### src/inc/crr_pkg.sv
// Purpose: Shared constants and carriers for the carry/return/rotate executor
// Assumes: 8-bit data, 8-bit stack pointer, 16-bit program counter
// Notes: Cycle counts are core clock cycles per instruction
package crr_pkg;
    localparam logic [7:0] OPC_CLEAR_CARRY = 8'hcf;
    localparam logic [7:0] OPC_RETURN = 8'haf;
    localparam logic [7:0] OPC_ROTATE_REG = 8'h90;
    localparam logic [7:0] OPC_ROTATE_PTR = 8'h91;
    localparam logic [3:0] CYC_CLEAR_CARRY = 4'h4;
    localparam logic [3:0] CYC_RETURN = 4'h8;
    localparam logic [3:0] CYC_ROTATE = 4'h4;
    localparam logic [7:0] SP_RETURN_STEP = 8'h02;
    localparam logic [7:0] SP_RESET = 8'h00;
    localparam logic [15:0] PC_RESET = 16'h0000;
    localparam int FLAG_C = 7;
    localparam int FLAG_Z = 6;
    localparam int FLAG_S = 5;
    localparam int FLAG_V = 4;
    localparam int FLAG_D = 3;
    localparam int FLAG_H = 2;
    localparam logic [7:0] FLAGS_RESET = 8'h00;

    typedef enum logic [1:0] {
        OP_NONE,
        OP_CLEAR_CARRY,
        OP_RETURN,
        OP_ROTATE
    } op_e;

    typedef struct packed {
        logic [7:0] result;
        logic [7:0] flags;
    } rot_out_s;

    typedef struct packed {
        logic valid;
        logic [7:0] opcode;
        logic [7:0] operand;
    } instr_s;

    typedef struct packed {
        logic we;
        logic [7:0] addr;
        logic [7:0] data;
    } reg_wr_s;
endpackage

### src/rotate_left_unit.sv
// Purpose: Combinational rotate-left with flag update
// Assumes: Flags laid out as in the package
// Notes: Pure logic, the caller registers the outputs
`timescale 1ns/1ps
`default_nettype none
module rotate_left_unit
    import crr_pkg::*;
(
    input wire logic [7:0] operand_i,
    input wire logic [7:0] flags_i,
    output crr_pkg::rot_out_s out_o
);
    logic [7:0] res;
    always_comb begin
        res = {operand_i[6:0], operand_i[7]};
        out_o.result = res;
        out_o.flags = flags_i;
        out_o.flags[FLAG_C] = operand_i[7];
        out_o.flags[FLAG_Z] = (res == 8'h00);
        out_o.flags[FLAG_S] = res[7];
        out_o.flags[FLAG_V] = res[7] ^ operand_i[7];
    end
endmodule
`default_nettype wire

### src/carry_return_rotate_exec.sv
// Purpose: Executes clear-carry, subroutine return and rotate-left
// Assumes: Register file and stack memory reads answer combinationally
// Notes: One instruction at a time; BUSY_O holds until the cycle count ends
`timescale 1ns/1ps
`default_nettype none
// How it works
// - Clear-carry forces carry flag to zero.
// - Clear-carry keeps every other flag unchanged.
// - Return loads program counter from stack at stack pointer.
// - High byte at stack pointer, low byte next; pointer plus two.
// - After return, next fetch uses the new program counter.
// - Return changes no flag.
// - Rotate-left moves bit n to bit n+1 for n 0..6.
// - Old bit 7 goes to result bit 0 and carry.
// - Carry set when old bit 7 was one, else cleared.
// - Zero flag set when rotated result is zero.
// - Sign flag equals result bit 7.
// - Overflow set when sign bit changed by the rotation.
module carry_return_rotate_exec
    import crr_pkg::*;
(
    input wire logic REF_CLK_I,
    input wire logic RSTN_I,
    input wire crr_pkg::instr_s INSTR_I,
    input wire logic [7:0] REG_RDATA_I,
    input wire logic [7:0] STACK_RDATA_I,
    input wire logic [7:0] FLAGS_I,
    input wire logic FLAGS_LOAD_I,
    output logic [7:0] REG_RADDR_O,
    output logic [7:0] STACK_RADDR_O,
    output crr_pkg::reg_wr_s REG_WR_O,
    output logic [7:0] FLAGS_O,
    output logic [7:0] SP_O,
    output logic [15:0] PC_O,
    output logic PC_LOAD_O,
    output logic BUSY_O,
    output logic DONE_O
);
    typedef enum logic [2:0] {
        ST_IDLE,
        ST_PTR,
        ST_OPER,
        ST_POP_HI,
        ST_POP_LO,
        ST_WAIT
    } state_e;

    typedef struct packed {
        state_e st;
        op_e op;
        logic [3:0] cnt;
        logic [7:0] dst;
        logic [7:0] raddr;
        logic [7:0] saddr;
        logic [7:0] pc_hi;
        reg_wr_s wr;
        logic [7:0] flags;
        logic [7:0] sp;
        logic [15:0] pc;
        logic pc_load;
        logic busy;
        logic done;
    } exec_s;

    exec_s s_q, s_d;
    rot_out_s rot;

    rotate_left_unit u_rot (
        .operand_i(REG_RDATA_I),
        .flags_i(s_q.flags),
        .out_o(rot)
    );

    always_comb begin
        s_d = s_q;
        s_d.wr.we = 1'b0;
        s_d.pc_load = 1'b0;
        s_d.done = 1'b0;
        if (FLAGS_LOAD_I && !s_q.busy) begin
            s_d.flags = FLAGS_I;
        end
        case (s_q.st)
            ST_IDLE: begin
                if (INSTR_I.valid) begin
                    s_d.busy = 1'b1;
                    s_d.dst = INSTR_I.operand;
                    s_d.raddr = INSTR_I.operand;
                    case (INSTR_I.opcode)
                        OPC_CLEAR_CARRY: begin
                            s_d.op = OP_CLEAR_CARRY;
                            s_d.flags[FLAG_C] = 1'b0;
                            // Count runs from the taking edge to the done pulse
                            s_d.cnt = CYC_CLEAR_CARRY - 4'h1;
                            s_d.st = ST_WAIT;
                        end
                        OPC_RETURN: begin
                            s_d.op = OP_RETURN;
                            s_d.saddr = s_q.sp;
                            s_d.st = ST_POP_HI;
                        end
                        OPC_ROTATE_REG: begin
                            s_d.op = OP_ROTATE;
                            s_d.cnt = CYC_ROTATE - 4'h2;
                            s_d.st = ST_OPER;
                        end
                        OPC_ROTATE_PTR: begin
                            s_d.op = OP_ROTATE;
                            // Pointer fetch costs one cycle of the budget
                            s_d.cnt = CYC_ROTATE - 4'h3;
                            s_d.st = ST_PTR;
                        end
                        default: begin
                            // Foreign opcodes belong to other units
                            s_d.busy = 1'b0;
                            s_d.op = OP_NONE;
                        end
                    endcase
                end
            end
            ST_PTR: begin
                s_d.dst = REG_RDATA_I;
                s_d.raddr = REG_RDATA_I;
                s_d.st = ST_OPER;
            end
            ST_OPER: begin
                s_d.wr.we = 1'b1;
                s_d.wr.addr = s_q.dst;
                s_d.wr.data = rot.result;
                s_d.flags = rot.flags;
                // Remaining count was preloaded at decode
                s_d.st = ST_WAIT;
            end
            ST_POP_HI: begin
                s_d.pc_hi = STACK_RDATA_I;
                s_d.saddr = s_q.sp + 8'h01;
                s_d.st = ST_POP_LO;
            end
            ST_POP_LO: begin
                // Flags untouched on this path
                s_d.pc = {s_q.pc_hi, STACK_RDATA_I};
                s_d.pc_load = 1'b1;
                s_d.sp = s_q.sp + SP_RETURN_STEP;
                s_d.cnt = CYC_RETURN - 4'h3;
                s_d.st = ST_WAIT;
            end
            ST_WAIT: begin
                if (s_q.cnt <= 4'h1) begin
                    s_d.busy = 1'b0;
                    s_d.done = 1'b1;
                    s_d.st = ST_IDLE;
                end else begin
                    s_d.cnt = s_q.cnt - 4'h1;
                end
            end
            default: begin
                s_d.st = ST_IDLE;
                s_d.busy = 1'b0;
            end
        endcase
    end

    always_ff @(posedge REF_CLK_I or negedge RSTN_I) begin
        if (!RSTN_I) begin
            s_q <= '{st: ST_IDLE, op: OP_NONE, cnt: 4'h0, dst: 8'h00, raddr: 8'h00,
                saddr: 8'h00, pc_hi: 8'h00, wr: '0, flags: FLAGS_RESET, sp: SP_RESET,
                pc: PC_RESET, pc_load: 1'b0, busy: 1'b0, done: 1'b0};
        end else begin
            s_q <= s_d;
        end
    end

    always_comb begin
        REG_RADDR_O = s_q.raddr;
        STACK_RADDR_O = s_q.saddr;
        REG_WR_O = s_q.wr;
        FLAGS_O = s_q.flags;
        SP_O = s_q.sp;
        PC_O = s_q.pc;
        PC_LOAD_O = s_q.pc_load;
        BUSY_O = s_q.busy;
        DONE_O = s_q.done;
    end

    // Instruction length in cycles, counted from acceptance
    logic [3:0] len_q;
    always_ff @(posedge REF_CLK_I or negedge RSTN_I) begin
        if (!RSTN_I) begin
            len_q <= 4'h0;
        end else if (!s_q.busy) begin
            len_q <= 4'h1;
        end else begin
            len_q <= len_q + 4'h1;
        end
    end

    a_clear_carry_zero: assert property (@(posedge REF_CLK_I) disable iff (!RSTN_I)
        s_q.st == ST_IDLE && INSTR_I.valid && INSTR_I.opcode == OPC_CLEAR_CARRY
        |=> !FLAGS_O[FLAG_C]) else $error("carry not cleared");
    a_clear_carry_keep: assert property (@(posedge REF_CLK_I) disable iff (!RSTN_I)
        s_q.st == ST_IDLE && INSTR_I.valid && INSTR_I.opcode == OPC_CLEAR_CARRY && !FLAGS_LOAD_I
        |=> FLAGS_O[6:0] == $past(FLAGS_O[6:0])) else $error("clear carry changed flags");
    a_return_addr: assert property (@(posedge REF_CLK_I) disable iff (!RSTN_I)
        s_q.st == ST_POP_HI |-> STACK_RADDR_O == SP_O) else $error("return reads wrong slot");
    a_return_pc: assert property (@(posedge REF_CLK_I) disable iff (!RSTN_I)
        s_q.st == ST_POP_LO |=> PC_O == {$past(s_q.pc_hi), $past(STACK_RDATA_I)}
        && SP_O == $past(SP_O) + 8'h02) else $error("return pc or sp wrong");
    a_return_load: assert property (@(posedge REF_CLK_I) disable iff (!RSTN_I)
        s_q.st == ST_POP_LO |=> PC_LOAD_O ##1 !PC_LOAD_O) else $error("pc load pulse wrong");
    a_return_flags: assert property (@(posedge REF_CLK_I) disable iff (!RSTN_I)
        s_q.op == OP_RETURN && s_q.busy |=> $stable(FLAGS_O)) else $error("return touched flags");
    a_rotate_data: assert property (@(posedge REF_CLK_I) disable iff (!RSTN_I)
        s_q.st == ST_OPER |=> REG_WR_O.we
        && REG_WR_O.data == {$past(REG_RDATA_I[6:0]), $past(REG_RDATA_I[7])})
        else $error("rotate result wrong");
    a_rotate_carry: assert property (@(posedge REF_CLK_I) disable iff (!RSTN_I)
        s_q.st == ST_OPER |=> FLAGS_O[FLAG_C] == $past(REG_RDATA_I[7])) else $error("carry wrong");
    a_rotate_zs: assert property (@(posedge REF_CLK_I) disable iff (!RSTN_I)
        s_q.st == ST_OPER |=> FLAGS_O[FLAG_Z] == (REG_WR_O.data == 8'h00)
        && FLAGS_O[FLAG_S] == REG_WR_O.data[7]) else $error("zero or sign wrong");
    a_rotate_ovf: assert property (@(posedge REF_CLK_I) disable iff (!RSTN_I)
        s_q.st == ST_OPER |=> FLAGS_O[FLAG_V] == (REG_WR_O.data[7] != $past(REG_RDATA_I[7])))
        else $error("overflow wrong");
    a_cycle_count: assert property (@(posedge REF_CLK_I) disable iff (!RSTN_I)
        DONE_O && s_q.op == OP_RETURN |-> len_q == CYC_RETURN) else $error("return length wrong");
    a_clear_length: assert property (@(posedge REF_CLK_I) disable iff (!RSTN_I)
        DONE_O && s_q.op == OP_CLEAR_CARRY |-> len_q == CYC_CLEAR_CARRY)
        else $error("clear length wrong");
    a_rotate_length: assert property (@(posedge REF_CLK_I) disable iff (!RSTN_I)
        DONE_O && s_q.op == OP_ROTATE |-> len_q == CYC_ROTATE) else $error("rotate length wrong");
    c_clear: cover property (@(posedge REF_CLK_I) DONE_O && s_q.op == OP_CLEAR_CARRY);
    c_return: cover property (@(posedge REF_CLK_I) DONE_O && s_q.op == OP_RETURN);
    c_rot_ptr: cover property (@(posedge REF_CLK_I) s_q.st == ST_PTR ##1 s_q.st == ST_OPER);
endmodule
`default_nettype wire

### config.mk
export PLATFORM = sky130hd
export DESIGN_NAME = carry_return_rotate_exec
export DESIGN_NICKNAME = d
export VERILOG_FILES = /design/src/inc/crr_pkg.sv /design/src/rotate_left_unit.sv /design/src/carry_return_rotate_exec.sv
export SDC_FILE = /design/constraint.sdc
export NUM_CORES = 1
export LEC_CHECK = 0
export BUFFER_PORTS_ARGS = -buffer_cell sky130_fd_sc_hd__buf_2
export CORE_MARGIN = 1.5
export CORE_UTILIZATION = 28
export CTS_CLUSTER_SIZE = 12
export DETAILED_ROUTE_END_ITERATION = 12
export PLACE_DENSITY = 0.54
export SLEW_MARGIN = 20
export SYNTH_ARGS = -nofsm -noshare
export SYNTH_HDL_FRONTEND = slang
export SYNTH_SLANG_ARGS = --single-unit
export TNS_END_PERCENT = 100
### constraint.sdc
create_clock -name REF_CLK_I -period 3.05 [get_ports REF_CLK_I]
set_input_delay 0.61 -clock REF_CLK_I [delete_from_list [all_inputs] [get_ports REF_CLK_I]]
set_output_delay 0.61 -clock REF_CLK_I [all_outputs]
set_load 0.01 [all_outputs]
Yosys cells after proc, flatten, opt, wreduce, memory -nomap -nowiden

Cells that the tools add are included.
W data, S select, Z words.

Equality and inequality tests: 15
Magnitude comparators: 1
Mux-type cells: 23
Reduce and logical (&&, ||, !) cells: 19
Add/sub/neg operators: 3
Bitwise logic cells: 3

Operators by type and width:

| operator              | number |
|---|---|
| $mux W33              | 1 |
| $eq A8 B8 Y1 const B  | 4 |
| $pmux W16 S2          | 1 |
| $pmux W4 S3           | 2 |
| $mux W17              | 1 |
| $mux W8               | 2 |
| $pmux W8 S2           | 1 |
| $pmux W3 S5           | 1 |
| $pmux W3 S4           | 1 |
| $reduce_and A3 Y1     | 3 |
| $add A8 B1 Y8 const B | 1 |
| $add A8 B2 Y8 const B | 1 |
| $logic_not A8 Y1      | 1 |
| $reduce_or A4 Y1      | 2 |
| $mux W7               | 1 |
| $eq A3 B2 Y1 const B  | 2 |
| $eq A3 B3 Y1 const B  | 2 |
| $mux W1               | 6 |
| $ne A2 B2 Y1 const B  | 3 |
| $pmux W2 S3           | 1 |
| $reduce_and A2 Y1     | 3 |
| $reduce_bool A2 Y1    | 3 |
| $ne A5 B1 Y1 const B  | 1 |
| $le A4 B1 Y1 const B  | 1 |
| other kinds (17)      | 19 |

Register bits after elaboration: 93
Output and inout bits: 68
Logic and storage cells: 82

Longest topological paths before layout

Word-level depth: 6
Mapped depth: 7

Hierarchy

A second synthesis with hierarchy kept.

Cells, all modules: 380
Area total of the unflattened synthesis: 4287.9 um2

By module, submodules not included:

| module                   | seq. area each (um2) | cells an instance | instances | area an instance (um2) |
|---|---|---|---|---|
| carry_return_rotate_exec | 2052.0               | 362               | 1         | 4155.2 |
| rotate_left_unit         | 0.0                  | 18                | 1         | 132.6 |

Least setup slack after synthesis

OpenSTA, ideal clock, no wires.

Kind: input to register
From: input INSTR_I[9] in the netlist's numbering
To: register s_q[84] in the netlist's numbering
Arrival time: 1.969 ns
Data required time: 2.925 ns
Slack: 0.956 ns
Stages: 5
Cell sequence: or4b_1 -> or4_4 -> a21oi_2 -> a21oi_1 -> mux2_2

Longest elaborated chain between the ends: 4
Elaborated cells on any way between the ends: 8

RTL lines:

| item                 | RTL line                        | RTL |
|---|---|---|
| from (decl)          | carry_return_rotate_exec.sv:24  | `input wire crr_pkg::instr_s INSTR_I,` |
| $eq A8 B8 Y1         | carry_return_rotate_exec.sv:88  | `case (INSTR_I.opcode)` |
| $pmux W4 S3          | carry_return_rotate_exec.sv:88  |  |
| $mux W33             | carry_return_rotate_exec.sv:84  | `if (INSTR_I.valid) begin` |
| $pmux W4 S3          | carry_return_rotate_exec.sv:82  | `case (s_q.st)` |
| to (signal assigned) | carry_return_rotate_exec.sv:164 | `s_q <= '{st: ST_IDLE, op: OP_NONE, cnt: 4'h0, dst: 8'h00, raddr: 8'h00,` |
| to (decl)            | carry_return_rotate_exec.sv:65  | `exec_s s_q, s_d;` |

Several ways; a longest one is shown, not always the timed one. The select of a mux whose other input is x is not followed.
A chain may end at the register's enable or synchronous reset.

Worst setup path in the final report

Same ends and word-level chain as after synthesis.

==> results by group <==
Yosys
  – Post-synth EDFFs: 0
  – Main combinational cell family by area after synthesis: multiplexers
  – Ys Warns: 0
  – Mapped Avg Cell Area: about 11 sq um
  – Xor-xnor portion of the synthesized cell area: 1.51%
  – Multiplexer share of the synthesized area: about 17%
  – #FFs+latches synth: slightly above 80
  – Adder-cell share of the synthesized area: less than 1%
  – Predominant post-synthesis flop cell: dfrtp_1
  – Fraction of registers with async set/reset: 100%
  – Compound-Gate Fraction of Synth Area: 6.52%
  – Largest cells by area after synthesis: dfrtp_1 (51%), mux2_2 (13%), buf_4 (12%), mux2i_1 (4.7%), nand2_1 (2.3%)
  – Post-synth top area cell: dfrtp_1
  – Cells after Synth: 356
  – Netlist cell types: between 40 and 50
  – Syn nets: 403
  – Post-Synth Simple-Gate Area: 8.10%
  – Synth Cell Area: 4050 sq um
  – Part of the Yosys area used for sequential elements: between 50% and 60%
  – Yosys top cell area share: 50.7%

Timing
  – Slew @ Worst Pin: about 1.0 ns
  – Fin. max-slew vios: 0
  – Setup skew after layout: between 0.004 and 0.005 ns
  – RSZ-0062 raised after global routing: false
  – Final Hold Fails: 0
  – Fin crit period: about 1.9 ns
  – Relative slew slack: 31.9%
  – Setup TNS Final: 0 ns
  – Achievable Freq: 518 MHz
  – Hold WS: roughly 0.3 ns
  – Final setup fails: 0
  – Fin crit share: 63.3%

Drt
  – Vias: 2,601
  – Routed Antenna Nets: 0
  – Routed WL: 8660 um
  – Routed WL per cell: 14.7 um
  – Vias per cell: 4.43
  – Drt drc: 0
  – DR iter-0 viols: 160
  – Drt pass-1 iters: 4

Die
  – Row count: 43
  – Chip height: 123 um
  – Die area: 15,200 sq um
  – Chip width: 123 um
  – I/O pin count: ~110
  – Initial Util: 28.9%
  – Core Footprint: 14,000 sq um

Finish
  – Nets@finish: 449
  – Area grow syn2layout: 14.5%
  – N_diodes: 0
  – Share of cells above drive strength 1: roughly 44%

GRT
  – GR Util All Layers: between 10% and 20%
  – Initial antenna violation count: 0
  – Vias in the first global route: 2,614
  – First-pass GRT wire length: 13,800 um
  – GRT overflow: 0
  – Largest net degree at the start of global routing: 83

Critical path
  – WP data required: 3.27 ns
  – CP Launch Type: input port
  – Crit-path max FO: 3
  – R2r setup slk: 1.13 ns
  – Worst setup EP type: flip-flop
  – WS Path Type: input port to flip-flop
  – WP data arrival: roughly 2.2 ns

Clock tree
  – # clock sinks: 82
  – # hold bufs at CTS: 0
  – # Post-CTS Setup Buffers: 0
  – Worst-path clk slew: approximately 0.060 ns
  – TritonCTS clock tree: yes
  – Longest Clk Path Bufs: 2
  – Worst skew pair latency: 0.34 ns
  – Total CTS buffers: 9
  – Post-cts resize count: 0
  – Root Driver: clkbuf_16
  – CTS H-tree depth: 3

Worst hold path
  – HP Class: input port to asynchronous set/reset pin

Power
  – Worst IR Drop VDD: 306 uV
  – Leak pwr: roughly 2.2 nW
  – Power per cell area: about 1100 nW/um^2

Placed design
  – Final HPWL from detailed placement: 6100 um
  – I/O Buffers: 110
  – Final GP Congestion: 0.736

Flow run
  – Max Cap Viol: 0

Outcome
  – Status: complete, no violations
==> power by group <==
group	total (mW)	switching (mW)	internal [mW]
logic	1.84	0.934	0.906
registers	1.94	0.347	1.60
clock network	1.15	0.438	0.716
total	4.94	1.72	3.22
==> cell usage in the layout, fill, tap and decap left out, types with 4 or more instances in the layout <==
cell       netlist  final
nand2_1         25     25
dfrtp_1         82     82
mux2_2          45     45
nor2_1           6      6
nand2b_1         4      4
o21ai_0         18     18
buf_2            6    109
mux2i_1         19     19
xor2_1           4      4
clkbuf_16        0      9
inv_1           16     16
a21oi_1          7      7
==> layout make-up <==
| class | instances | area [sq um] |
|---|---|---|
| Fill cell | 1473 | 9350 |
| Sequential cell | 82 | 2050 |
| Multi-Input combinational cell | 180 | 1410 |
| Timing Repair Buffer | 113 | 579 |
| Clock buffer | 11 | 233 |
| Tap cell | 180 | 225 |
| Clock inverter | 5 | 78.8 |
| Inverter | 16 | 60.1 |
==> flip-flops by register name, indices dropped and copies added (netlist names) <==
signal and cells:
PC_O 16, SP_O 7, DONE_O 1, FLAGS_O 8, REG_WR_O 17, s_q 23
BUSY_O 1, STACK_RADDR_O 8, PC_LOAD_O 1
==> layer usage <==
metal	global-route usage (%)	vias to the layer above	part of all wire [%]
met5	0	-	0
met4	4.53	0	1.2
met3	3.92	9	4.6
met2	19.7	63	49
met1	14.8	1283	45
li1	-	1246	-
==> critical path, stage by stage <==
cell and delay (ns):
buf_2 0.11, or4b_1 0.53, or4_4 0.45, a21oi_2 0.15
a21oi_1 0.04, mux2_2 0.26
==> cells in the mapped netlist, types with 2 or more instances <==
cell	n
nand2_1	25
a32o_1	2
clkbuf_1	6
nand2b_1	4
xor2_1	4
mux2i_1	19
dfrtp_1	82
nor2_1	6
a21oi_1	7
a21oi_2	2
nor3b_1	3
nand4_1	3
inv_1	16
o22ai_1	3
nor4_1	3
nand3_1	3
nor3_1	4
and2_1	2
buf_2	6
mux2_2	45
xnor2_1	3
o31ai_1	3
o21ai_0	18
ha_1	3
buf_4	65
==> per-stage QoR <==
| step | setup WS, ns | util [%] | power, mW | area (sq um) | cells |
|---|---|---|---|---|---|
| detailed placement | 0.775 | 30.9 | 3.85 | 4320 | 571 |
| CTS | 1.10 | 33.1 | 5.03 | 4630 | 587 |
| finish | 1.12 | 33.1 | 4.94 | 4630 | 587 |
| floorplan | 0.956 | - | 3.62 | 4050 | 356 |
| global placement | 0.812 | 30.9 | 3.77 | 4320 | 571 |
| global route | 0.973 | 33.1 | 5.32 | 4630 | 587 |
==> cells by family (layout without fill, tap and decap cells) <==
logic type               after synthesis  count (layout)
AND/OR/NAND/NOR                       62              62
other                                  1               1
XOR/XNOR                               7               7
flip-flops                            82              82
buffers and inverters                 94             145
multiplexers                          64              64
AO/OA/AOI/OAI                         43              43
adder cells (fa/ha/maj)                3               3
==> worst paths after layout <==
path                               end  cells past startpoint       start
max                            s_q[84]                      6  INSTR_I[9]
max reg2reg                    s_q[92]                      4     s_q[91]
max in group asynchronous      SP_O[7]                      1      RSTN_I
min reg2reg                    SP_O[7]                      1     SP_O[7]
min                        REG_WR_O[5]                      1      RSTN_I
min in group REF_CLK_I         SP_O[7]                      1     SP_O[7]
(Power assumes the default switching activity.)
